File: src/verilog/qdc_pkg.sv
// qdc_pkg: constants and types shared by the quad converter control block.
// assumes a single 20 MHz pclk domain; all pins are synchronised before use.
// Notes on behaviour
// - serial data and serial clock shift words into or out of a 24-bit input shift register.
// - the serial data line is open drain: the device only pulls it low or lets it go.
// - the load strobe works in an asynchronous (pulsed) and a synchronous (held low) mode.
// - a low pulse on the load strobe copies every input register holding new data to its output.
// - one strobe pulse updates all affected channels in the same clock cycle.
// - the block works correctly with the load strobe tied permanently low.
// - the span select level picks a span of one reference (low) or two references (high).
// - the first address strap sets bit 0 of the 7-bit bus target address.
// - the second address strap sets bit 1 of the 7-bit bus target address.
// - the converter reset input acts on its falling edge, apart from bus activity.
// - while the converter reset input is low, no strobe moves data to the outputs.
// - a reset loads input and output registers with zero or midscale per the level select.
// - a reset input held low at power-up delays power-on initialisation until release.
// - at power-up all channels start at zero scale (select low) or midscale (select high).
// - the internal reference is enabled after power-up until software turns it off.
package qdc_pkg;
  localparam int          QDC_NCH       = 4;
  localparam int          QDC_DW        = 16;
  localparam int          QDC_SHW       = 24;
  localparam logic [15:0] QDC_ZERO      = 16'h0000;
  localparam logic [15:0] QDC_MID       = 16'h8000;
  // upper address bits: arbitrary value
  localparam logic [4:0]  QDC_ADDR_HI   = 5'h0c;
  // apb map
  localparam logic [7:0]  QDC_CTRL      = 8'h00;
  localparam logic [7:0]  QDC_STAT      = 8'h04;
  localparam logic [3:0]  QDC_IN_PAGE   = 4'h1;
  localparam logic [3:0]  QDC_DAC_PAGE  = 4'h2;
  localparam int          QDC_CTRL_REF  = 0;
  localparam int          QDC_CTRL_LD   = 1;
  localparam logic        QDC_REF_RST   = 1'b1;
  // synchronised pin vector positions
  localparam int          QDC_P_SCL     = 0;
  localparam int          QDC_P_SDA     = 1;
  localparam int          QDC_P_LD      = 2;
  localparam int          QDC_P_SPAN    = 3;
  localparam int          QDC_P_A0      = 4;
  localparam int          QDC_P_A1      = 5;
  localparam int          QDC_P_RSEL    = 6;
  localparam int          QDC_P_RST     = 7;
  localparam int          QDC_NPIN      = 8;
  localparam logic [7:0]  QDC_PIN_RST   = 8'h07;
  localparam logic [2:0]  QDC_BITS      = 3'h7;
  localparam logic [3:0]  QDC_TXBITS    = 4'h8;

  typedef enum logic [3:0] {
    QDC_CMD_WR    = 4'h1,
    QDC_CMD_UPD   = 4'h2,
    QDC_CMD_WRUPD = 4'h3
  } qdc_cmd_t;

  typedef enum logic [2:0] {
    QDC_ST_IDLE = 3'b000,
    QDC_ST_RX   = 3'b001,
    QDC_ST_ACK  = 3'b010,
    QDC_ST_TX   = 3'b011,
    QDC_ST_MACK = 3'b100
  } qdc_st_t;
endpackage : qdc_pkg

File: src/verilog/qdc_top.sv
// qdc_top: two-wire slave, load strobe and reset control of a quad converter.
// assumes scl and sda come from an external bus master and are resolved by
// the bench from sda_oe with a pull-up; apb master on pclk.
//
// Decided for this implementation: the register addresses and the APB interface to the registers.
`timescale 1ns/1ps
`default_nettype none
module qdc_top
  import qdc_pkg::*;
(
  // apb clock and reset
  input  wire logic                           pclk,
  input  wire logic                           presetn,
  // apb slave
  input  wire logic [7:0]                     paddr,
  input  wire logic                           psel,
  input  wire logic                           penable,
  input  wire logic                           pwrite,
  input  wire logic [31:0]                    pwdata,
  output logic                                pready,
  output logic [31:0]                         prdata,
  output logic                                pslverr,
  // two-wire bus
  input  wire logic                           scl,
  input  wire logic                           sda_in,
  output logic                                sda_out,
  output logic                                sda_oe,
  // strobes and straps
  input  wire logic                           load_strobe_n,
  input  wire logic                           span_select,
  input  wire logic                           addr_strap_bit0,
  input  wire logic                           addr_strap_bit1,
  input  wire logic                           reset_level_select,
  input  wire logic                           dac_reset_n,
  // converter side
  output logic [qdc_pkg::QDC_NCH-1:0][qdc_pkg::QDC_DW-1:0] dac_code,
  output logic                                span_double,
  output logic                                ref_out_en
);
  import qdc_pkg::*;

  typedef struct packed {
    qdc_st_t       st;
    logic [3:0]    bitc;
    logic [1:0]    bidx;
    logic [7:0]    sh;
    logic [23:0]   sh24;
    logic          rw;
    logic          ackd;
    logic [7:0]    tx;
    logic          txsel;
    logic          oe;
    logic [3:0]    sel;
    logic          sclp;
    logic          sdap;
    logic          ldp;
    logic          rstp;
    logic          por;
    logic          ref_en;
    logic          swld;
    logic [31:0]   rdata;
  } qdc_top_t;

  qdc_top_t r_reg;
  qdc_top_t r_next;

  logic [QDC_NPIN-1:0]               pin;
  logic [QDC_NCH-1:0][QDC_DW-1:0]    ch_in;
  logic [QDC_NCH-1:0][QDC_DW-1:0]    ch_dac;
  logic [QDC_NCH-1:0]                ch_pend;
  logic [QDC_NCH-1:0]                ch_wr;
  logic [QDC_NCH-1:0]                ch_upd;
  logic [QDC_DW-1:0]                 wr_data;
  logic                              ch_init;
  logic [QDC_DW-1:0]                 init_val;
  logic                              scl_r;
  logic                              scl_f;
  logic                              start;
  logic                              stop;
  logic [7:0]                        rx_byte;
  logic [6:0]                        my_addr;
  logic                              exec;
  logic [3:0]                        cmd;
  logic [1:0]                        rd_idx;
  logic [QDC_DW-1:0]                 rd_word;
  logic                              ld_fall;
  logic                              ld_ok;
  logic                              hit;
  logic [31:0]                       rd_v;

  // all outside levels pass two flops first
  qdc_sync #(
    .W   (QDC_NPIN),
    .RST (QDC_PIN_RST)
  ) u_sync (
    .pclk    (pclk),
    .presetn (presetn),
    .d       ({dac_reset_n, reset_level_select, addr_strap_bit1, addr_strap_bit0,
               span_select, load_strobe_n, sda_in, scl}),
    .q       (pin)
  );

  for (genvar g = 0; g < QDC_NCH; g++) begin : g_ch
    qdc_chan u_chan (
      .pclk     (pclk),
      .presetn  (presetn),
      .init     (ch_init),
      .init_val (init_val),
      .wr       (ch_wr[g]),
      .wdata    (wr_data),
      .upd      (ch_upd[g]),
      .in_code  (ch_in[g]),
      .dac_code (ch_dac[g]),
      .pending  (ch_pend[g])
    );
  end

  // link edges and bus conditions, from the second flop only
  always_comb begin
    scl_r   = pin[QDC_P_SCL] & ~r_reg.sclp;
    scl_f   = ~pin[QDC_P_SCL] & r_reg.sclp;
    start   = r_reg.sclp & pin[QDC_P_SCL] & r_reg.sdap & ~pin[QDC_P_SDA];
    stop    = r_reg.sclp & pin[QDC_P_SCL] & ~r_reg.sdap & pin[QDC_P_SDA];
    rx_byte = {r_reg.sh[6:0], pin[QDC_P_SDA]};
    my_addr = {QDC_ADDR_HI, pin[QDC_P_A1], pin[QDC_P_A0]};
  end

  // reset handling and the common load decision
  always_comb begin
    // por waits for the reset pin to be high
    ch_init  = (r_reg.rstp & ~pin[QDC_P_RST])
             | (~r_reg.por & pin[QDC_P_RST]);
    init_val = pin[QDC_P_RSEL] ? QDC_MID : QDC_ZERO;
    ld_ok    = pin[QDC_P_RST] & r_reg.por;
    ld_fall  = r_reg.ldp & ~pin[QDC_P_LD];
  end

  // read source for the two-wire read: lowest selected channel
  always_comb begin
    rd_idx = 2'd0;
    for (int i = QDC_NCH - 1; i >= 0; i--) begin
      if (r_reg.sel[i]) begin
        rd_idx = 2'(i);
      end
    end
    rd_word = ch_in[rd_idx];
  end

  // command decode from the 24-bit word when its last byte lands
  always_comb begin
    exec    = (r_reg.st == QDC_ST_RX) && scl_r && (r_reg.bitc[2:0] == QDC_BITS)
              && (r_reg.bidx == 2'd3) && !stop && !start;
    cmd     = r_reg.sh24[15:12];
    wr_data = {r_reg.sh24[7:0], rx_byte};
    ch_wr   = '0;
    ch_upd  = '0;
    if (exec && r_reg.por) begin
      if (cmd == QDC_CMD_WR || cmd == QDC_CMD_WRUPD) begin
        ch_wr = r_reg.sh24[11:8];
      end
      if (cmd == QDC_CMD_UPD || cmd == QDC_CMD_WRUPD) begin
        ch_upd = r_reg.sh24[11:8];
      end
      // strobe held low: writes pass straight through
      if (!pin[QDC_P_LD]) begin
        ch_upd = ch_upd | ch_wr;
      end
    end
    // one pulse updates all channels with pending data together
    if (ld_fall || r_reg.swld) begin
      ch_upd = '1;
    end
    if (!ld_ok) begin
      ch_upd = '0;
    end
  end

  // apb decode and read mux
  always_comb begin
    hit  = 1'b0;
    rd_v = 32'h0000_0000;
    if (paddr == QDC_CTRL) begin
      hit  = 1'b1;
      rd_v = {31'h0000_0000, r_reg.ref_en};
    end else if (paddr == QDC_STAT) begin
      hit  = 1'b1;
      rd_v = {22'h00_0000, pin[QDC_P_RST], pin[QDC_P_A1], pin[QDC_P_A0],
              pin[QDC_P_RSEL], pin[QDC_P_SPAN], ch_pend, r_reg.por};
    end else if (paddr[1:0] == 2'b00 && paddr[7:4] == QDC_IN_PAGE) begin
      hit  = 1'b1;
      rd_v = {16'h0000, ch_in[paddr[3:2]]};
    end else if (paddr[1:0] == 2'b00 && paddr[7:4] == QDC_DAC_PAGE) begin
      hit  = 1'b1;
      rd_v = {16'h0000, ch_dac[paddr[3:2]]};
    end
  end

  // next state
  always_comb begin
    r_next      = r_reg;
    r_next.sclp = pin[QDC_P_SCL];
    r_next.sdap = pin[QDC_P_SDA];
    r_next.ldp  = pin[QDC_P_LD];
    r_next.rstp = pin[QDC_P_RST];
    r_next.swld = 1'b0;
    if (pin[QDC_P_RST]) begin
      r_next.por = 1'b1;
    end
    // apb: data latched in setup, write taken in access
    if (psel && !penable) begin
      r_next.rdata = rd_v;
    end
    if (psel && penable && pwrite && paddr == QDC_CTRL) begin
      r_next.ref_en = pwdata[QDC_CTRL_REF];
      r_next.swld   = pwdata[QDC_CTRL_LD];
    end
    // two-wire slave
    if (stop) begin
      r_next.st = QDC_ST_IDLE;
      r_next.oe = 1'b0;
    end else if (start) begin
      r_next.st   = QDC_ST_RX;
      r_next.bitc = 4'd0;
      r_next.bidx = 2'd0;
      r_next.oe   = 1'b0;
    end else begin
      unique case (r_reg.st)
        QDC_ST_IDLE: begin
          r_next.oe = 1'b0;
        end
        QDC_ST_RX: begin
          if (scl_r) begin
            r_next.sh   = rx_byte;
            r_next.bitc = r_reg.bitc + 4'd1;
            if (r_reg.bitc[2:0] == QDC_BITS) begin
              r_next.bitc = 4'd0;
              r_next.ackd = 1'b0;
              if (r_reg.bidx == 2'd0) begin
                if (rx_byte[7:1] == my_addr) begin
                  r_next.rw   = rx_byte[0];
                  r_next.st   = QDC_ST_ACK;
                  r_next.bidx = 2'd1;
                end else begin
                  r_next.st = QDC_ST_IDLE;
                end
              end else begin
                r_next.sh24 = {r_reg.sh24[15:0], rx_byte};
                r_next.st   = QDC_ST_ACK;
                if (r_reg.bidx == 2'd1) begin
                  r_next.sel = rx_byte[3:0];
                end
                r_next.bidx = (r_reg.bidx == 2'd3) ? 2'd1 : r_reg.bidx + 2'd1;
              end
            end
          end
        end
        QDC_ST_ACK: begin
          if (scl_f) begin
            if (!r_reg.ackd) begin
              r_next.ackd = 1'b1;
              r_next.oe   = 1'b1;
            end else begin
              r_next.ackd = 1'b0;
              if (r_reg.rw) begin
                r_next.st    = QDC_ST_TX;
                r_next.txsel = 1'b0;
                r_next.tx    = rd_word[15:8];
                r_next.oe    = ~rd_word[15];
                r_next.bitc  = 4'd0;
              end else begin
                r_next.st = QDC_ST_RX;
                r_next.oe = 1'b0;
              end
            end
          end
        end
        QDC_ST_TX: begin
          if (scl_r) begin
            r_next.bitc = r_reg.bitc + 4'd1;
          end else if (scl_f) begin
            if (r_reg.bitc == QDC_TXBITS) begin
              r_next.oe = 1'b0;
              r_next.st = QDC_ST_MACK;
            end else begin
              r_next.tx = {r_reg.tx[6:0], 1'b0};
              r_next.oe = ~r_reg.tx[6];
            end
          end
        end
        QDC_ST_MACK: begin
          if (scl_r && pin[QDC_P_SDA]) begin
            r_next.st = QDC_ST_IDLE;
          end else if (scl_f) begin
            r_next.txsel = ~r_reg.txsel;
            r_next.tx    = r_reg.txsel ? rd_word[15:8] : rd_word[7:0];
            r_next.oe    = r_reg.txsel ? ~rd_word[15] : ~rd_word[7];
            r_next.bitc  = 4'd0;
            r_next.st    = QDC_ST_TX;
          end
        end
        default: begin
          r_next.st = QDC_ST_IDLE;
          r_next.oe = 1'b0;
        end
      endcase
    end
  end

  always_ff @(posedge pclk or negedge presetn) begin
    if (!presetn) begin
      r_reg        <= '0;
      r_reg.st     <= QDC_ST_IDLE;
      r_reg.sclp   <= 1'b1;
      r_reg.sdap   <= 1'b1;
      r_reg.ldp    <= 1'b1;
      r_reg.ref_en <= QDC_REF_RST;
    end else begin
      r_reg <= r_next;
    end
  end

  // outputs
  assign pready      = 1'b1;
  assign prdata      = r_reg.rdata;
  assign pslverr     = psel & penable & ~hit;
  assign sda_out     = 1'b0;
  assign sda_oe      = r_reg.oe;
  assign dac_code    = ch_dac;
  assign span_double = pin[QDC_P_SPAN];
  assign ref_out_en  = r_reg.ref_en;
endmodule : qdc_top
`default_nettype wire

File: src/verilog/qdc_sync.sv
// qdc_sync: two-flop synchroniser for a vector of pin levels.
// assumes each bit is an independent slow level or a sampled link clock.
`timescale 1ns/1ps
`default_nettype none
module qdc_sync #(
  parameter int              W   = 8,
  parameter logic [W-1:0]    RST = '0
) (
  // clock and reset
  input  wire logic          pclk,
  input  wire logic          presetn,
  // levels
  input  wire logic [W-1:0]  d,
  output logic [W-1:0]       q
);
  typedef struct packed {
    logic [W-1:0] s1;
    logic [W-1:0] s2;
  } qdc_sync_t;

  qdc_sync_t s_reg;
  qdc_sync_t s_next;

  always_comb begin
    s_next    = s_reg;
    s_next.s1 = d;
    s_next.s2 = s_reg.s1;
  end

  always_ff @(posedge pclk or negedge presetn) begin
    if (!presetn) begin
      s_reg <= '{s1: RST, s2: RST};
    end else begin
      s_reg <= s_next;
    end
  end

  assign q = s_reg.s2;
endmodule : qdc_sync
`default_nettype wire

File: src/verilog/qdc_chan.sv
// qdc_chan: one channel's input register and output register.
// assumes init, wr and upd are single-cycle pulses from the control logic.
`timescale 1ns/1ps
`default_nettype none
module qdc_chan
  import qdc_pkg::*;
(
  // clock and reset
  input  wire logic              pclk,
  input  wire logic              presetn,
  // control
  input  wire logic              init,
  input  wire logic [QDC_DW-1:0] init_val,
  input  wire logic              wr,
  input  wire logic [QDC_DW-1:0] wdata,
  input  wire logic              upd,
  // state
  output logic [QDC_DW-1:0]      in_code,
  output logic [QDC_DW-1:0]      dac_code,
  output logic                   pending
);
  typedef struct packed {
    logic [QDC_DW-1:0] in_r;
    logic [QDC_DW-1:0] dac_r;
    logic              pend;
  } qdc_chan_t;

  qdc_chan_t c_reg;
  qdc_chan_t c_next;

  always_comb begin
    c_next = c_reg;
    if (init) begin
      c_next.in_r  = init_val;
      c_next.dac_r = init_val;
      c_next.pend  = 1'b0;
    end else begin
      if (wr) begin
        c_next.in_r = wdata;
        c_next.pend = 1'b1;
      end
      // copy only when new data is there; a write in the same cycle goes along
      if (upd && (c_reg.pend || wr)) begin
        c_next.dac_r = c_next.in_r;
        c_next.pend  = 1'b0;
      end
    end
  end

  always_ff @(posedge pclk or negedge presetn) begin
    if (!presetn) begin
      c_reg <= '{in_r: QDC_ZERO, dac_r: QDC_ZERO, pend: 1'b0};
    end else begin
      c_reg <= c_next;
    end
  end

  assign in_code  = c_reg.in_r;
  assign dac_code = c_reg.dac_r;
  assign pending  = c_reg.pend;
endmodule : qdc_chan
`default_nettype wire

File: config.mk
export PLATFORM = sky130hd
export DESIGN_NAME = qdc_top
export DESIGN_NICKNAME = d
export VERILOG_FILES = /design/src/verilog/qdc_pkg.sv /design/src/verilog/qdc_top.sv /design/src/verilog/qdc_sync.sv /design/src/verilog/qdc_chan.sv
export SDC_FILE = /design/constraint.sdc
export NUM_CORES = 1
export LEC_CHECK = 0
export BUFFER_PORTS_ARGS = -buffer_cell sky130_fd_sc_hd__buf_2
export CAP_MARGIN = 30
export CORE_MARGIN = 2
export CORE_UTILIZATION = 63
export CTS_CLUSTER_DIAMETER = 150
export DETAILED_ROUTE_END_ITERATION = 7
export PLACE_DENSITY = 0.86
export SYNTH_ARGS = -nofsm -noshare
export SYNTH_HDL_FRONTEND = slang
export SYNTH_SLANG_ARGS = --single-unit
File: constraint.sdc
create_clock -name pclk -period 6.6 [get_ports pclk]
set_input_delay 0.33 -clock pclk [delete_from_list [all_inputs] [get_ports pclk]]
set_output_delay 0.33 -clock pclk [all_outputs]
set_load 0.005 [all_outputs]
* After elaboration in Yosys (flattened, before gate mapping)
Cells that the tools add are included.
** Storage, ports and cells
- Word-level logic and storage cells :: 263
- Output and inout bits :: 102
- Bits of input ports :: 53
- Bits in registers :: 243
** Cells by class
- $add $sub $neg :: 2
- Magnitude comparators :: 2
- Bitwise operators :: 30
- Muxes and demuxes :: 94
- Equality and inequality tests :: 45
- Reductions and logical operators :: 57
** Operator list (count)
- $mux 16 :: 12
- $mux 33 :: 4
- $bmux 16 s2 :: 3
- $mux 17 :: 4
- $mux 9 :: 6
- $mux 7 :: 7
- $mux 4 :: 12
- $mux 43 :: 1
- $mux 35 :: 1
- $ne 4x4->1 const B :: 8
- $ne 3x3->1 const B :: 9
- $mux 26 :: 1
- $mux 24 :: 1
- $pmux 7 s3 :: 1
- $mux 1 :: 20
- $mux 2 :: 9
- $mux 3 :: 6
- $ne 2x2->1 const B :: 9
- $reduce_and 6->1 :: 3
- $reduce_and 9->1 :: 2
- $reduce_bool 2->1 :: 9
- $logic_and 1x1->1 :: 17
- $pmux 4 s4 :: 1
- $not 1->1 :: 15
- other kinds (36) :: 69

* Logic depth before layout (Yosys ltp)
- Depth in word-level cells :: 17
- Mapped depth :: 9
- Gate-level depth less buffers :: 7

* Cells and area by module
Synthesis repeated with hierarchy kept, for this count alone.
** Unflattened totals
- Cell total of the unflattened synthesis :: 950
- Area total of the unflattened synthesis :: 12406.9 um2
** Modules (own cells, without submodules)
- qdc_chan :: sequential area each 825.8 um2, cells an instance 108, area each 1716.6 um2, times used 4
- qdc_top :: sequential area each 1756.7 um2, cells an instance 502, area each 5132.4 um2, times used 1
- qdc_sync :: sequential area each 407.9 um2, cells an instance 16, area each 407.9 um2, times used 1

* Least setup slack after synthesis
No wires, ideal clock.
- Path type :: register -> register
- Start :: reg r_reg[89] (netlist bit)
- End :: reg g_ch[0].u_chan.c_reg, in the netlist g_ch[0].u_chan.dac_code[10]
- Setup time :: 0.125 ns
- Slack :: 4.294 ns
- Path buffers :: 2
- Cell stages (with the launch flop) :: 10
- Arrival time :: 2.180 ns
- Data required time :: 6.475 ns
- Period minus slack after synthesis :: 2.306 ns
- Cells stage by stage :: dfrtp_1 > ha_1 > ha_1 > and4b_1 > buf_4 > and4_4 > and2_4 > o22ai_4 > buf_6 > mux2_4
** Between the ends
- Cells in the longest elaborated chain, start to end :: 11
- Elaborated cells on any way between the ends :: 16
- Those cells by class :: 1 x eq/ne; 7 x mux; 8 x reduce/logical
** Ends and longest elaborated chain
- start: declaration :: RTL line qdc_top.sv:64 : qdc_top_t r_reg;
- start signal: assignment :: RTL line qdc_top.sv:318 : r_reg <= r_next;
- $eq 3x3->1 (*) :: RTL line qdc_top.sv:151 : exec = (r_reg.st == QDC_ST_RX) && scl_r && (r_reg.bitc[2:0] == QDC_BITS)
- $logic_and 1x1->1 (*) :: RTL line qdc_top.sv:151
- $logic_and 1x1->1 (*) (3 in series) :: RTL line qdc_top.sv:152 : && (r_reg.bidx == 2'd3) && !stop && !start;
- $logic_and 1x1->1 (*) :: RTL line qdc_top.sv:157 : if (exec && r_reg.por) begin
- $mux 4 :: RTL line qdc_top.sv:157
- $mux 4 :: RTL line qdc_top.sv:170 : if (ld_fall || r_reg.swld) begin
- $mux 4 :: RTL line qdc_top.sv:173 : if (!ld_ok) begin
- $logic_and 1x1->1 :: RTL line qdc_chan.sv:43 : if (upd && (c_reg.pend || wr)) begin
- $reduce_bool 2->1 (no line)
- end signal: assignment :: RTL line qdc_chan.sv:52 : c_reg <= '{in_r: QDC_ZERO, dac_r: QDC_ZERO, pend: 1'b0};
- end signal: assignment :: RTL line qdc_chan.sv:54 : c_reg <= c_next;
- end: declaration :: RTL line qdc_chan.sv:28 : qdc_chan_t c_reg;
Every way passes the cells marked *; elsewhere a longest branch is shown, timed or not. The select of a mux whose other input is x is not followed.
A chain may end at the register's enable or synchronous reset.

* Worst setup path in the final report
- Start :: reg r_reg[93] (netlist bit)
- End :: reg g_ch[2].u_chan.c_reg, in the netlist g_ch[2].u_chan.dac_code[15]
** Between the ends
- Cells in the longest elaborated chain, start to end :: 12
- Elaborated cells on any way between the ends :: 17
- Those cells by class :: 1 x eq/ne; 7 x mux; 9 x reduce/logical
** Ends and longest elaborated chain (RTL line)
- $eq 3x1->1 (*) :: qdc_top.sv:151
- $logic_and 1x1->1 (*) (2 in series) :: qdc_top.sv:151
- $logic_and 1x1->1 (*) (3 in series) :: qdc_top.sv:152
- $logic_and 1x1->1 (*) :: qdc_top.sv:157
- $mux 4 :: qdc_top.sv:157
- $mux 4 :: qdc_top.sv:170
- $mux 4 :: qdc_top.sv:173
- $logic_and 1x1->1 :: qdc_chan.sv:43
- $reduce_bool 2->1 (no line)
- end signal: assignment :: qdc_chan.sv:52
- end signal: assignment :: qdc_chan.sv:54
- end: declaration :: qdc_chan.sv:28
Marked as above.

==> qor.txt <==
Port bufs: 106
Die width: 140 um
Site Rows: 49
Hold Buf Count CTS: 8
Layout cell share with drive strength beyond 1: 30.1%
Async S/R FF share, synth: 100%
Synth Register Bits: 218
Drc violations: 10
Type of the worst min-delay path: input pin to async pin
Placed instance count: 1237
R2r setup slk: 3.12 ns
Most common cell in the netlist: dfrtp_1
YS warnings: 0
Peak Freq: 288 MHz
Post-CTS setup buffers: 0
RSZ-0062 raised after global routing: no
Register area share after synthesis: 46.8%
H-tree Lvls: 1
Gate Count Post-Synth: 980
FF-to-FF End: g_ch[2].u_chan.dac_code[15]
Library cells used by synthesis: 73
Final non-filler cell total: 1289
Deepest clock path buffer count: 3
Final setup vio count: 0
Kind of critical path: flop to flop
Min cycle time layout: 3.48 ns
Avg Synthesized Cell Area: 11.9 um2
Gp weighted congestion: 0.934
CP Max Fanout: 32
Post-DP HPWL: 19.2 mm
Total Neg Setup Slack: 0 ns
Clock buffer count from CTS: 23
Area of the mapped netlist: 11700 um2
Worst EP arrival: 3.88 ns
Filler cells: 1137
Post-cts resize count: 0
Status: finished with violations
Placeable core area: 18100 um2
Failing checks: design-rule violations, negative hold slack
Leak pwr: 0.00660 uW
Via density: 6.57
CTS tree: done
Final hold vios: 33
Final ANT Viol Nets: 0
DR pass1 iterations: 8
PD cells: 223 nW/um2
Startpoint types: flop
Vias post-DR: 8472
Synth-to-Final Area Change: 11.2%
Clk_lat worst skew: 0.52 ns
Period utilization: 52.7%
First-pass GRT wire length: 47.9 mm
Die Ht: 140 um
WL/cell: 23.3 um
Hold slack: -0.0375 ns
VDD IR max: 0.000180 V
Fin Clk Skew: 0.0221 ns
Ports: 155
Synth area leader: dfrtp_1
Relative slew slack: 28.6%
Setup slack after placement: 3.30 ns
Number of max-cap violations: 0
Antenna violations before repair: 1
Nets: 1102
WP data required: 7.00 ns
DRT iter0 DRCs: 1097
Vias in the first global route: 8552
Initial Utilization: 64.6%
EDFF count, synth: 0
Top_reg_cell synth: dfrtp_1
Gr usage total: 31.0%
CTS clk-pin slew, worst paths: 0.06 ns
Top cells by area, synth: dfrtp_1, mux2i_1, mux4_2
DIE AREA: 19600 um2
Slew of the pin with the lowest slew margin: 1.07 ns
Worst r2r path cells: 6
Grt total ovfl: 0
Post-synth top cells: dfrtp_1, nor2_1, mux2i_1
Pin count of the biggest net entering global routing: 140
Synth top area share: 44.6%
Worst setup EP type: flop
RR Startpoint: r_reg[93]
Max Slew Vio Count: 0
Total Wirelength: 30.1 mm
Root buf cell: clkbuf_16
Clock Sinks: 218
Setup WS post-layout: 3.12 ns
where the power goes:
part           internal [uW]  switching (uW)
registers               1360            27.2
logic                   56.9            95.0
clock network            825             536
total                   2240             658
cell type report:
cell class / count / area (um2) / share of cell area, %
diodes: 1 / 2.50 / 0.0193
inverters: 15 / 56.3 / 0.434
flip-flops and latches: 218 / 5470 / 42.1
clock buffers: 31 / 666 / 5.13
repair buffers: 125 / 756 / 5.82
well taps: 229 / 287 / 2.21
clock inverters: 11 / 139 / 1.07
multi-input cells: 659 / 5610 / 43.2
worst max-delay path, cell delays in order, from the launching register on:
cell     delay, ns
dfrtp_1       0.77
and3b_1       0.71
nand4_4       0.63
nor2b_2       0.36
buf_4         0.25
o21ai_0       0.26
mux2_2        0.38
cell usage in the layout (no fill, tap or decap), types with 30 or more instances in the layout:
cell type,n
dfrtp_1,208
buf_2,105
nor2_1,84
mux2i_1,74
mux2_2,54
and2_1,48
nand2_1,38
mux4_2,32
mux2_4,30
worst max-delay path by stage:
stage / startpoint / depth (start not counted) / to
after floorplan: r_reg[89] / 9 / g_ch[0].u_chan.dac_code[10]
after global placement: r_reg[93] / 6 / g_ch[2].u_chan.dac_code[15]
after detailed placement: r_reg[93] / 6 / g_ch[2].u_chan.dac_code[15]
after CTS: r_reg[93] / 6 / g_ch[2].u_chan.dac_code[15]
after global routing: r_reg[93] / 6 / g_ch[2].u_chan.dac_code[15]
final: r_reg[93] / 6 / g_ch[2].u_chan.dac_code[15]
cells by family (layout without fill, tap and decap cells):
kind of cell	count (synthesis)	count (layout)	synth area share, %
AOI/OAI and AO/OA	179	179	11.1
DFF	218	218	46.8
buffers and inverters	119	182	5.79
other	2	19	0.0643
adders and majority gates	7	7	0.750
muxes	193	193	21.8
and+or+nand+nor	258	258	13.4
xor gates and xnor gates	4	4	0.300
routing by layer:
layer / up-vias / track usage, % / wire [um]
li1: 3687 / - / -
met1: 4241 / 42.5 / 12100
met2: 447 / 49.6 / 14400
met3: 97 / 5.64 / 2260
met4: 0 / 12.5 / 1350
met5: - / 0 / 0
per-stage QoR:
stage / power, uW / utilization (%) / hold slack (ns) / area, um2
CTS: 2910 / 71.6 / 0.0166 / 13000
global placement: 1550 / 66.4 / 0.334 / 12000
detailed placement: 1560 / 66.7 / 0.335 / 12100
global route: 2980 / 71.8 / 0.0302 / 13000
floorplan: 1490 / - / 0.0344 / 11700
finish: 2900 / 71.8 / -0.0375 / 13000
Power figures use the tool's default switching activity.
